==> src/logic/bccr_pkg.sv <==
// Package for the bridge chip control register bank: offsets, fields, reset values, timer figures.
// Assumes a 50 MHz core clock; discard timer lengths are in PCI clocks, counted on an enable.
package bccr_pkg;
  localparam logic [7:0]  CC0_OFFSET     = 8'h40;
  localparam logic [31:0] CC0_RESET      = 32'h0920_0000;
  localparam logic [31:0] CC0_WR_MASK    = 32'h3ffe_8000;
  localparam int          FC_BIT         = 15;
  localparam int          RSTAT_BIT      = 16;
  localparam int          RLIM_LSB       = 17;
  localparam int          DDIS_BIT       = 19;
  localparam int          DSHORT_BIT     = 20;
  localparam int          CRS_LSB        = 21;
  localparam int          DTORD_BIT      = 23;
  localparam int          CPL_LSB        = 24;
  localparam int          ISO_BIT        = 26;
  localparam int          TC_LSB         = 27;
  localparam int          LOOP_BIT       = 30;
  localparam int          CLK_PERIOD_NS  = 20;
  localparam logic [31:0] RLIM_256       = 32'h0000_0100;
  localparam logic [31:0] RLIM_64K       = 32'h0001_0000;
  localparam logic [31:0] RLIM_2G        = 32'h8000_0000;
  localparam int          DISC_SHORT_CLK = 64;
  localparam int          CRS_T0_NS      = 25000;
  localparam int          CRS_T1_NS      = 500000;
  localparam int          CRS_T2_NS      = 5000000;
  localparam int          CRS_T3_NS      = 25000000;
  localparam int          CPL_T0_NS      = 50000;
  localparam int          CPL_T1_NS      = 10000000;
  localparam int          CPL_T2_NS      = 50000000;
  localparam int          CRS_C0         = CRS_T0_NS / CLK_PERIOD_NS;
  localparam int          CRS_C1         = CRS_T1_NS / CLK_PERIOD_NS;
  localparam int          CRS_C2         = CRS_T2_NS / CLK_PERIOD_NS;
  localparam int          CRS_C3         = CRS_T3_NS / CLK_PERIOD_NS;
  localparam int          CPL_C0         = CPL_T0_NS / CLK_PERIOD_NS;
  localparam int          CPL_C1         = CPL_T1_NS / CLK_PERIOD_NS;
  localparam int          CPL_C2         = CPL_T2_NS / CLK_PERIOD_NS;
  localparam int          DISC_LONG_CLK  = 32768;
  localparam int          DISC_MID_CLK   = 1024;

  typedef struct packed {
    logic        wr;
    logic        rd;
    logic [7:0]  addr;
    logic [3:0]  be;
    logic [31:0] wdata;
  } bccr_cfg_req_t;
endpackage

==> src/logic/bccr_top.sv <==
// Chip control register at configuration offset 40h with the timers and counters it steers.
// Assumes one config request per cycle and one outstanding job per timer at a time.
// Contract
// - Bit 15 clear: update every two credits; set: every credit; resets zero.
// - Bit 16 sets on retry counter expiry, cleared by writing one, resets zero.
// - Bits 18:17 pick retry limit: none, 256, 64K, 2G; reset 00.
// - Bit 19 clear enables discard timer with bridge control bit 27; reset zero. Code runs the timer on bit 19 clear alone; bit 27 only gates SERR.
// - Short duration bit set: discard timer expires after 64 PCI clocks.
// - Short bit clear: length from 3Ch bit 24 forward, bit 25 reverse.
// - Config retry timer code: 25us, 0.5ms, 5ms, 25ms; resets to 01.
// - Order bit clear allows out-of-order delayed completions; set forces order.
// - Completion timeout code: 50us, 10ms, 50ms, disabled; resets to 01.
// - Isochronous bit clear maps PCI-to-PCIe memory to TC0, else bits 29:27.
// - Isochronous traffic class field is writable and resets to 001.
// - Serial link mode zero is normal; writable only in some configurations.
// - Link mode bit loops transmitter to receiver under test strap; RO forward.
module bccr_top #(
  parameter int CRS_C1_P   = bccr_pkg::CRS_C1,
  parameter int CRS_C2_P   = bccr_pkg::CRS_C2,
  parameter int CRS_C3_P   = bccr_pkg::CRS_C3,
  parameter int CPL_C1_P   = bccr_pkg::CPL_C1,
  parameter int CPL_C2_P   = bccr_pkg::CPL_C2,
  parameter int DISC_LONG_P = bccr_pkg::DISC_LONG_CLK
) (
  input  wire logic                   core_clk_in,     // Core clock
  input  wire logic                   rst_in,          // Async reset, high
  input  wire bccr_pkg::bccr_cfg_req_t cfg_req_in,     // Config access
  output logic [31:0]                 cfg_rdata_out,   // Read data
  output logic                        cfg_rvalid_out,  // Read data valid
  input  wire logic                   reverse_mode_in, // Reverse bridge mode
  input  wire logic                   test_strap_in,   // Loopback strap combo met
  input  wire logic [2:0]             bctl_in,         // Bridge ctl bits 27,25,24
  input  wire logic                   credit_in,       // One credit freed
  output logic                        fc_update_out,   // Send flow-control update
  input  wire logic                   retry_in,        // Target retry of pending txn
  input  wire logic                   txn_done_in,     // Pending txn finished
  input  wire logic                   pci_clk_en_in,   // PCI clock tick
  input  wire logic                   disc_start_in,   // Start discard timer
  input  wire logic                   disc_stop_in,    // Stop discard timer
  output logic                        disc_exp_out,    // Discard timer expired
  output logic                        disc_serr_out,   // Expiry with SERR enabled
  input  wire logic                   crs_start_in,    // Start config retry timer
  input  wire logic                   crs_stop_in,     // Stop config retry timer
  output logic                        crs_exp_out,     // Config retry expired
  input  wire logic                   cpl_start_in,    // Start completion timer
  input  wire logic                   cpl_stop_in,     // Stop completion timer
  output logic                        cpl_exp_out,     // Completion timeout
  output logic                        dt_in_order_out, // Keep delayed txns in order
  output logic [2:0]                  tc_out,          // Traffic class for upstream mem
  output logic                        loopback_out     // Serial link loopback active
);
  logic [31:0] reg_r, reg_nxt;
  logic [31:0] rcnt_r, rcnt_nxt;
  logic [15:0] dcnt_r, dcnt_nxt;
  logic [21:0] crs_r, crs_nxt;
  logic [21:0] cpl_r, cpl_nxt;
  logic        fc_half_r, fc_half_nxt;
  logic [31:0] rdata_nxt;
  logic        rexp;
  logic        disc_exp_nxt, crs_exp_nxt, cpl_exp_nxt, fc_upd_nxt;
  logic [31:0] bmask;
  logic        hit_wr;

  function automatic logic [31:0] retry_limit(input logic [1:0] sel);
    case (sel)
      2'b01:   retry_limit = bccr_pkg::RLIM_256;
      2'b10:   retry_limit = bccr_pkg::RLIM_64K;
      2'b11:   retry_limit = bccr_pkg::RLIM_2G;
      default: retry_limit = 32'h0000_0000;
    endcase
  endfunction

  function automatic logic [21:0] crs_load(input logic [1:0] sel);
    case (sel)
      2'b00:   crs_load = 22'(bccr_pkg::CRS_C0);
      2'b01:   crs_load = 22'(CRS_C1_P);
      2'b10:   crs_load = 22'(CRS_C2_P);
      default: crs_load = 22'(CRS_C3_P);
    endcase
  endfunction

  function automatic logic [21:0] cpl_load(input logic [1:0] sel);
    case (sel)
      2'b00:   cpl_load = 22'(bccr_pkg::CPL_C0);
      2'b01:   cpl_load = 22'(CPL_C1_P);
      2'b10:   cpl_load = 22'(CPL_C2_P);
      default: cpl_load = 22'h00_0000;
    endcase
  endfunction

  always_comb begin
    bmask  = {{8{cfg_req_in.be[3]}}, {8{cfg_req_in.be[2]}}, {8{cfg_req_in.be[1]}}, {8{cfg_req_in.be[0]}}};
    hit_wr = cfg_req_in.wr && (cfg_req_in.addr == bccr_pkg::CC0_OFFSET);
    reg_nxt = reg_r;
    if (hit_wr) begin
      reg_nxt = (reg_r & ~(bccr_pkg::CC0_WR_MASK & bmask)) |
                (cfg_req_in.wdata & bccr_pkg::CC0_WR_MASK & bmask);
      if (reverse_mode_in && test_strap_in && bmask[bccr_pkg::LOOP_BIT])
        reg_nxt[bccr_pkg::LOOP_BIT] = cfg_req_in.wdata[bccr_pkg::LOOP_BIT];
      if (bmask[bccr_pkg::RSTAT_BIT] && cfg_req_in.wdata[bccr_pkg::RSTAT_BIT])
        reg_nxt[bccr_pkg::RSTAT_BIT] = 1'b0;
    end
    // Loopback is read-only zero while forward
    if (!reverse_mode_in)
      reg_nxt[bccr_pkg::LOOP_BIT] = 1'b0;
    // Retry counting; limit 00 never expires
    rcnt_nxt = rcnt_r;
    rexp     = 1'b0;
    if (txn_done_in) begin
      rcnt_nxt = 32'h0000_0000;
    end else if (retry_in) begin
      rcnt_nxt = rcnt_r + 32'h0000_0001;
      if (retry_limit(reg_r[bccr_pkg::RLIM_LSB +: 2]) != 32'h0000_0000 &&
          rcnt_nxt >= retry_limit(reg_r[bccr_pkg::RLIM_LSB +: 2])) begin
        rexp     = 1'b1;
        rcnt_nxt = 32'h0000_0000;
      end
    end
    // Set beats a same-cycle software clear
    if (rexp)
      reg_nxt[bccr_pkg::RSTAT_BIT] = 1'b1;
    // Discard timer in PCI clocks
    dcnt_nxt     = dcnt_r;
    disc_exp_nxt = 1'b0;
    if (disc_stop_in || reg_r[bccr_pkg::DDIS_BIT]) begin
      dcnt_nxt = 16'h0000;
    end else if (disc_start_in) begin
      if (reg_r[bccr_pkg::DSHORT_BIT])
        dcnt_nxt = 16'(bccr_pkg::DISC_SHORT_CLK);
      else if (reverse_mode_in ? bctl_in[1] : bctl_in[0])
        dcnt_nxt = 16'(bccr_pkg::DISC_MID_CLK);
      else
        dcnt_nxt = 16'(DISC_LONG_P);
    end else if (pci_clk_en_in && dcnt_r != 16'h0000) begin
      dcnt_nxt     = dcnt_r - 16'h0001;
      disc_exp_nxt = (dcnt_r == 16'h0001);
    end
    // Config retry and completion timers
    crs_nxt     = crs_r;
    crs_exp_nxt = 1'b0;
    if (crs_stop_in)
      crs_nxt = 22'h00_0000;
    else if (crs_start_in)
      crs_nxt = crs_load(reg_r[bccr_pkg::CRS_LSB +: 2]);
    else if (crs_r != 22'h00_0000) begin
      crs_nxt     = crs_r - 22'h00_0001;
      crs_exp_nxt = (crs_r == 22'h00_0001);
    end
    cpl_nxt     = cpl_r;
    cpl_exp_nxt = 1'b0;
    if (cpl_stop_in)
      cpl_nxt = 22'h00_0000;
    else if (cpl_start_in)
      cpl_nxt = cpl_load(reg_r[bccr_pkg::CPL_LSB +: 2]);
    else if (cpl_r != 22'h00_0000) begin
      cpl_nxt     = cpl_r - 22'h00_0001;
      cpl_exp_nxt = (cpl_r == 22'h00_0001);
    end
    // Credit granularity
    fc_half_nxt = fc_half_r;
    fc_upd_nxt  = 1'b0;
    if (credit_in) begin
      if (reg_r[bccr_pkg::FC_BIT] || fc_half_r) begin
        fc_upd_nxt  = 1'b1;
        fc_half_nxt = 1'b0;
      end else begin
        fc_half_nxt = 1'b1;
      end
    end
    rdata_nxt = (cfg_req_in.rd && cfg_req_in.addr == bccr_pkg::CC0_OFFSET) ? reg_r : 32'h0000_0000;
  end

  always_ff @(posedge core_clk_in or posedge rst_in) begin
    if (rst_in) begin
      reg_r           <= bccr_pkg::CC0_RESET;
      rcnt_r          <= 32'h0000_0000;
      dcnt_r          <= 16'h0000;
      crs_r           <= 22'h00_0000;
      cpl_r           <= 22'h00_0000;
      fc_half_r       <= 1'b0;
      cfg_rdata_out   <= 32'h0000_0000;
      cfg_rvalid_out  <= 1'b0;
      fc_update_out   <= 1'b0;
      disc_exp_out    <= 1'b0;
      disc_serr_out   <= 1'b0;
      crs_exp_out     <= 1'b0;
      cpl_exp_out     <= 1'b0;
      dt_in_order_out <= 1'b0;
      tc_out          <= 3'h0;
      loopback_out    <= 1'b0;
    end else begin
      reg_r           <= reg_nxt;
      rcnt_r          <= rcnt_nxt;
      dcnt_r          <= dcnt_nxt;
      crs_r           <= crs_nxt;
      cpl_r           <= cpl_nxt;
      fc_half_r       <= fc_half_nxt;
      cfg_rdata_out   <= rdata_nxt;
      cfg_rvalid_out  <= cfg_req_in.rd;
      fc_update_out   <= fc_upd_nxt;
      disc_exp_out    <= disc_exp_nxt;
      disc_serr_out   <= disc_exp_nxt && bctl_in[2];
      crs_exp_out     <= crs_exp_nxt;
      cpl_exp_out     <= cpl_exp_nxt;
      dt_in_order_out <= reg_r[bccr_pkg::DTORD_BIT];
      tc_out          <= reg_r[bccr_pkg::ISO_BIT] ? reg_r[bccr_pkg::TC_LSB +: 3] : 3'h0;
      loopback_out    <= reg_r[bccr_pkg::LOOP_BIT] && reverse_mode_in && test_strap_in;
    end
  end

  a_retry_sets_flag: assert property (@(posedge core_clk_in) disable iff (rst_in)
    rexp |=> reg_r[bccr_pkg::RSTAT_BIT]) else $error("retry expiry did not set status");
  a_flag_sticky: assert property (@(posedge core_clk_in) disable iff (rst_in)
    (reg_r[bccr_pkg::RSTAT_BIT] && !(hit_wr && cfg_req_in.be[2] && cfg_req_in.wdata[bccr_pkg::RSTAT_BIT]))
    |=> reg_r[bccr_pkg::RSTAT_BIT]) else $error("status dropped without clear");
  a_limit_256: assert property (@(posedge core_clk_in) disable iff (rst_in)
    (retry_in && !txn_done_in && reg_r[bccr_pkg::RLIM_LSB +: 2] == 2'b01 && rcnt_r == 32'h0000_00ff) |-> rexp)
    else $error("no expiry at 256 retries");
  a_no_limit: assert property (@(posedge core_clk_in) disable iff (rst_in)
    (reg_r[bccr_pkg::RLIM_LSB +: 2] == 2'b00) |-> !rexp) else $error("expiry with no limit");
  a_fc_two_credits: assert property (@(posedge core_clk_in) disable iff (rst_in)
    (credit_in && !reg_r[bccr_pkg::FC_BIT] && !fc_half_r) |=> !fc_update_out) else $error("update after one credit");
  a_short_64: assert property (@(posedge core_clk_in) disable iff (rst_in)
    (disc_start_in && !disc_stop_in && !reg_r[bccr_pkg::DDIS_BIT] && reg_r[bccr_pkg::DSHORT_BIT])
    |=> dcnt_r == 16'h0040) else $error("short discard length not 64");
  a_disc_disabled: assert property (@(posedge core_clk_in) disable iff (rst_in)
    reg_r[bccr_pkg::DDIS_BIT] |=> !disc_exp_out) else $error("discard expiry while disabled");
  a_cpl_off: assert property (@(posedge core_clk_in) disable iff (rst_in)
    (cpl_start_in && !cpl_stop_in && reg_r[bccr_pkg::CPL_LSB +: 2] == 2'b11) |=> cpl_r == 22'h00_0000)
    else $error("completion timer ran while disabled");
  a_crs_25us: assert property (@(posedge core_clk_in) disable iff (rst_in)
    (crs_start_in && !crs_stop_in && reg_r[bccr_pkg::CRS_LSB +: 2] == 2'b00) |=> crs_r == 22'h00_04e2)
    else $error("config retry 25us load wrong");
  a_tc_zero: assert property (@(posedge core_clk_in) disable iff (rst_in)
    !reg_r[bccr_pkg::ISO_BIT] |=> tc_out == 3'h0) else $error("traffic class not TC0");
  a_loop_forward: assert property (@(posedge core_clk_in) disable iff (rst_in)
    !reverse_mode_in |=> !reg_r[bccr_pkg::LOOP_BIT]) else $error("loopback set in forward mode");
endmodule

==> config.mk <==
export PLATFORM = sky130hd
export DESIGN_NAME = bccr_top
export DESIGN_NICKNAME = d
export VERILOG_FILES = /design/src/logic/bccr_pkg.sv /design/src/logic/bccr_top.sv
export SDC_FILE = /design/constraint.sdc
export NUM_CORES = 1
export LEC_CHECK = 0
export ABC_AREA = 1
export BUFFER_PORTS_ARGS = -buffer_cell sky130_fd_sc_hd__buf_2
export CAP_MARGIN = 20
export CORE_ASPECT_RATIO = 1.4
export CORE_UTILIZATION = 58
export DETAILED_ROUTE_END_ITERATION = 10
export HOLD_SLACK_MARGIN = 0.03
export PLACE_DENSITY = 0.8
export REMOVE_ABC_BUFFERS = 1
export SYNTH_ARGS = -nofsm -noshare
export SYNTH_HDL_FRONTEND = slang
export SYNTH_SLANG_ARGS = --single-unit
==> constraint.sdc <==
create_clock -name core_clk_in -period 5.07 [get_ports core_clk_in]
set_input_delay 1.014 -clock core_clk_in [delete_from_list [all_inputs] [get_ports core_clk_in]]
set_output_delay 1.014 -clock core_clk_in [all_outputs]
set_load 0.03 [all_outputs]
# Word level (Yosys, flattened, before mapping)
# Index checks and enable logic that the tools add are counted.
# totals
ff_bits	168
input_bits	63
output_inout_bits	43
elab_cells	104
# classes
n_addsub	4
n_lt_le_gt_ge	1
n_eq_ne	12
mux	42
bitwise_logic	4
n_reduce_logical	23
# op_table
operator	n
$mux 32	6
$mux 22	6
$pmux 32 s3	1
$mux 16	5
$pmux 22 s3	1
$pmux 21 s3	1
$eq 22x1->1 const B	2
$reduce_bool 22->1	2
$sub 22x1->22 const B	2
$add 32x1->32 const B	1
$and 30x32->32	1
$and 32x32->32	1
$ge 32x32->1	1
$not 30->32	1
$or 32x32->32	1
$reduce_bool 32->1	1
$mux 31	1
$mux 1	20
$eq 16x1->1 const B	1
$reduce_bool 16->1	1
$sub 16x1->16 const B	1
$logic_and 1x1->1	10
$reduce_bool 3->1	3
$eq 2x2->1 const B	4
other kinds (7)	12

# Depth between registers and ports, before layout
# depth
depth_word	10
ltp_mapped	19
depth_no_buf	18

# Worst setup path before layout
# Ideal clock, no wire load.
# synth_path
path_type	input -> register
startpoint	input port cfg_req_in[37] (netlist name)
endpoint	register with a tool-made name
setup_ns	0.131
arrival_ns	2.358
t_required_ns	4.939
setup_slack_ns	2.580
path_stages	6
path_buffers	1
path_cell_list	or4_1 -> nor3b_1 -> nand2_1 -> inv_1 -> clkbuf_1 -> o21ai_0
# synth_rtl
item	line	source
start: declaration	bccr_top.sv:27	input wire bccr_pkg::bccr_cfg_req_t cfg_req_in,

# Worst setup path after layout
# layout_path
startpoint	register rcnt_r[11]
endpoint	register rcnt_r[16]
# layout_via
elab_chain_cells	6
# layout_rtl
item	line	source
start: declaration	bccr_top.sv:53	logic [31:0] rcnt_r, rcnt_nxt;
start signal: assignment	bccr_top.sv:193	rcnt_r <= rcnt_nxt;
$add 32x1->32 (*)	bccr_top.sv:112	rcnt_nxt = rcnt_r + 32'h0000_0001;
$ge 32x32->1	bccr_top.sv:114	rcnt_nxt >= retry_limit(reg_r[bccr_pkg::RLIM_LSB +: 2])) begin
$logic_and 1x1->1	bccr_top.sv:113	if (retry_limit(reg_r[bccr_pkg::RLIM_LSB +: 2]) != 32'h0000_0000 &&
$mux 32 (*)	bccr_top.sv:113	
$mux 32 (*)	bccr_top.sv:111	end else if (retry_in) begin
$mux 32 (*)	bccr_top.sv:109	if (txn_done_in) begin
# Mark *: on every way between the ends. The rest lies on a longest branch, timed or not. The select of a mux whose other input is x is not followed.
# A chain may end at the register's enable or synchronous reset.

==> impl_metrics.env <==
export IMPL_status="finished clean"
export IMPL_post_drt_wl_per_cell_um=13.11
export IMPL_hold_ws_ns=0.3924
export IMPL_routed_wl_um=17510
export IMPL_postCtsResizedCells=0
export IMPL_synth_simple_area_share_pct=32.53
export IMPL_cp_start_kind="register"
export IMPL_hold_path_depth=0
export IMPL_holdPathEnd="dt_in_order_out"
export IMPL_path_max_fanout=32
export IMPL_hp_class="reg2reg"
export IMPL_yosys_area_top_type="dfrtp_1"
export IMPL_ys_top_cells_by_area="dfrtp_1, nand2_1, nor2_1"
export IMPL_yosys_area_share_adder_pct=3.190
export IMPL_reg2reg_depth=17
export IMPL_peakVddDrop_mv=0.1965
export IMPL_vias=6956
export IMPL_synth_cells=1066
export IMPL_coreArea_um2=13000
export IMPL_cp_cell_sequence="nand2_1, nor2_1, nand2_1, nor2_4, nand4_1, xor2_1, inv_1, ha_1, nand4_1, nor2_1, nand2_1, nor2_1, nand2_1, nand2_2, nand2_4, nand2_1, nand2_1"
export IMPL_max_slew_margin_pct=39.69
export IMPL_start_util_pct=60.35
export IMPL_fin_area_um2=8880
export IMPL_critPathKind="reg2reg"
export IMPL_syn_avg_cell_area_um2=7.358
export IMPL_rsz0062_at_grt="no"
export IMPL_synthesis_area_um2=7844
export IMPL_critPathArrivalTime_ns=3.29
export IMPL_die_w_um=100.3
export IMPL_powerDensity_nw_per_um2=297.1
export IMPL_cts_tree="done"
export IMPL_cts_max_level=4
export IMPL_synth_compound_area_share_pct=9.252
export IMPL_post_dp_cell_area_um2=8315
export IMPL_grt_pass1_vias=6797
export IMPL_cp_required_ns=5.38
export IMPL_grt_max_degree=101
export IMPL_r2r_slack_ns=2.09
export IMPL_maxCapViolations=0
export IMPL_numClockSinks=136
export IMPL_ys_ff_latch=136
export IMPL_cts_setup_buffers=0
export IMPL_drt_first_pass_iters=6
export IMPL_ios=106
export IMPL_synth_distinct_cells=45
export IMPL_finalSetupTns_ns=0
export IMPL_final_hold_violation_count=0
export IMPL_synth_xor_area_share_pct=2.233
export IMPL_synth_top_family_by_area="simple AND/OR/NAND/NOR gates"
export IMPL_fin_crit_ns=2.982
export IMPL_post_route_util_pct=68.32
export IMPL_grt_ovfl_total=0
export IMPL_cts_root_buffer="clkbuf_16"
export IMPL_finalSetupViolations=0
export IMPL_regToRegEndpoint="rcnt_r[16]"
export IMPL_ys_warn_count=0
export IMPL_synth_top_area_share_pct=42.43
export IMPL_die_h_um=139.6
export IMPL_synthMuxAreaShare_pct=0.1436
export IMPL_drc=0
export IMPL_clk_latency_ns=0.43
export IMPL_rows=49
export IMPL_fmaxAchievable_ghz=0.3354
export IMPL_place_congestion=0.9215
export IMPL_viasPerCell=5.207
export IMPL_crit_top_cell="nand2_1"
export IMPL_grt_pass1_wl_um=29660
export IMPL_fin_nets=1228
export IMPL_io_buffers=72
export IMPL_slowest_stage="dfrtp_1"
export IMPL_cts_made_buffers=17
export IMPL_die_area_um2=14000
export IMPL_fin_crit_sh_pct=58.81
export IMPL_clkTransAtPathRegs_ns=0.06
export IMPL_syn_to_final_growth_pct=13.21
export IMPL_skew_ns=0.007600
export IMPL_track_usage_pct=26.89
export IMPL_grt_antenna_before_repair=0
export IMPL_slew_viol_final=0
export IMPL_cts_hold_buf=0
export IMPL_r2r_start="rcnt_r[11]"
export IMPL_seq_area_frac_synth_pct=43.44
export IMPL_drive_gt1_share_pct=13.99
export IMPL_drt_initial_drc_count=386
export IMPL_clockBufferDepth=2
export IMPL_leakagePower_uw=0.004547
export IMPL_dp_hpwl_um=12530
export IMPL_worst_setup_path_end_kind="register"
export IMPL_worst_slew_pin_slew_ns=0.9046
export IMPL_n_antenna_cell=0
export IMPL_ant_nets=0
export IMPL_cpPeakStageDelay_ns=0.43
cell type report:
type | instances | area, um2
clock buffers | 25 | 495.5
clock inverters | 7 | 68.82
fillers | 1124 | 4118
inverters | 135 | 511.7
multi-input cells | 779 | 3776
flip-flops and latches | 136 | 3407
well taps | 178 | 222.7
repair buffers | 76 | 397.9
placed cells by master (no fill, tap or decap), types with 8 or more instances in the layout:
| cell | netlist | routed |
|---|---|---|
| nor3_1 | 24 | 24 |
| nor2_1 | 183 | 182 |
| nand2_2 | 33 | 33 |
| conb_1 | 1 | 16 |
| dfrtp_1 | 133 | 133 |
| nor2_4 | 8 | 8 |
| nand3_1 | 45 | 45 |
| nand2_1 | 258 | 258 |
| a21oi_1 | 55 | 55 |
| inv_1 | 133 | 132 |
| buf_2 | 1 | 72 |
| o21ai_0 | 56 | 56 |
| ha_1 | 20 | 20 |
| nand4_1 | 14 | 14 |
| clkbuf_16 | 0 | 17 |
| xor2_1 | 17 | 17 |
critical path, delay by kind of cell, from the launching register on:
family                     cells  cell delay (ns)
DFF                            1             0.43
and+or+nand+nor               14             1.87
xor gates and xnor gates       1             0.21
adders and majority gates      1             0.29
buffers and inverters          1             0.06
metal layers:
layer / GRT usage [%] / vias up / part of all wire (%)
li1: - / 3509 / -
met2: 47.80 / 157 / 53
met3: 5.977 / 55 / 3.5
met5: 0 / - / 0
met1: 29.84 / 3235 / 40
met4: 13.20 / 0 / 3.5
power breakdown:
| group | internal, uW | switching, uW | total [uW] | leakage [uW] |
|---|---|---|---|---|
| logic | 92.5 | 206 | 298 | 0.00250 |
| clock network | 725 | 459 | 1180 | 0.000274 |
| registers | 1120 | 32.0 | 1160 | 0.00178 |
| total | 1940 | 697 | 2640 | 0.00455 |
Yosys cell counts:
cell      number
or2_2          5
xor2_1        17
o22ai_1        2
nor4_1         2
a31o_2         1
buf_4         16
buf_12         1
o21ai_0       56
inv_1        133
buf_6          1
nand2_4        1
o21bai_1       4
or3_1          1
nand2_2       33
inv_2          1
nand3_1       45
dfrtp_1      133
a211oi_1       4
and2_1         1
nor2_1       183
nor3b_1        5
nand4_1       14
or4_1          1
nor3_1        24
buf_2          1
conb_1         1
a21oi_1       55
a22oi_1        1
o221a_2        1
dfstp_2        3
o21a_1         3
mux2_2         1
ha_1          20
a31oi_1        5
nand3_2        1
clkinv_1       1
xnor2_1        3
a21boi_0       1
nor2_4         8
buf_8          1
a22o_1         1
nand2_1      258
nand3b_1       5
nor2_2         1
clkbuf_1      11
metrics by stage:
| step | cells | setup slack (ns) | total power (uW) |
|---|---|---|---|
| after global placement | 1303 | 2.177 | 1459 |
| final | 1336 | 2.088 | 2638 |
| after detailed placement | 1304 | 2.107 | 1469 |
| after floorplan | 1050 | 0.4215 | 1383 |
| after global routing | 1336 | 1.794 | 2744 |
| after CTS | 1336 | 2.092 | 2649 |
kinds of logic (layout without fill, tap and decap cells):
family,Yosys count,in the layout
adders and majority gates,20,20
xor gates and xnor gates,20,20
and+or+nand+nor,588,588
other,1,16
AOI/OAI and AO/OA,134,134
muxes,1,1
DFF,136,136
buffers and inverters,166,243
worst max-delay path by stage:
| stage | from | endpoint | slack (ns) | cells past startpoint |
|---|---|---|---|---|
| after global placement | rcnt_r[9] | rcnt_r[14] | 2.18 | 17 |
| after floorplan | rst_in | async pin | 0.42 | 1 |
| after detailed placement | rcnt_r[9] | rcnt_r[31] | 2.11 | 17 |
| final | rcnt_r[11] | rcnt_r[16] | 2.09 | 17 |
| after CTS | rcnt_r[9] | rcnt_r[20] | 2.09 | 17 |
| after global routing | rcnt_r[17] | rcnt_r[21] | 1.79 | 17 |
Note: power is estimated with default switching activity, not from simulation.
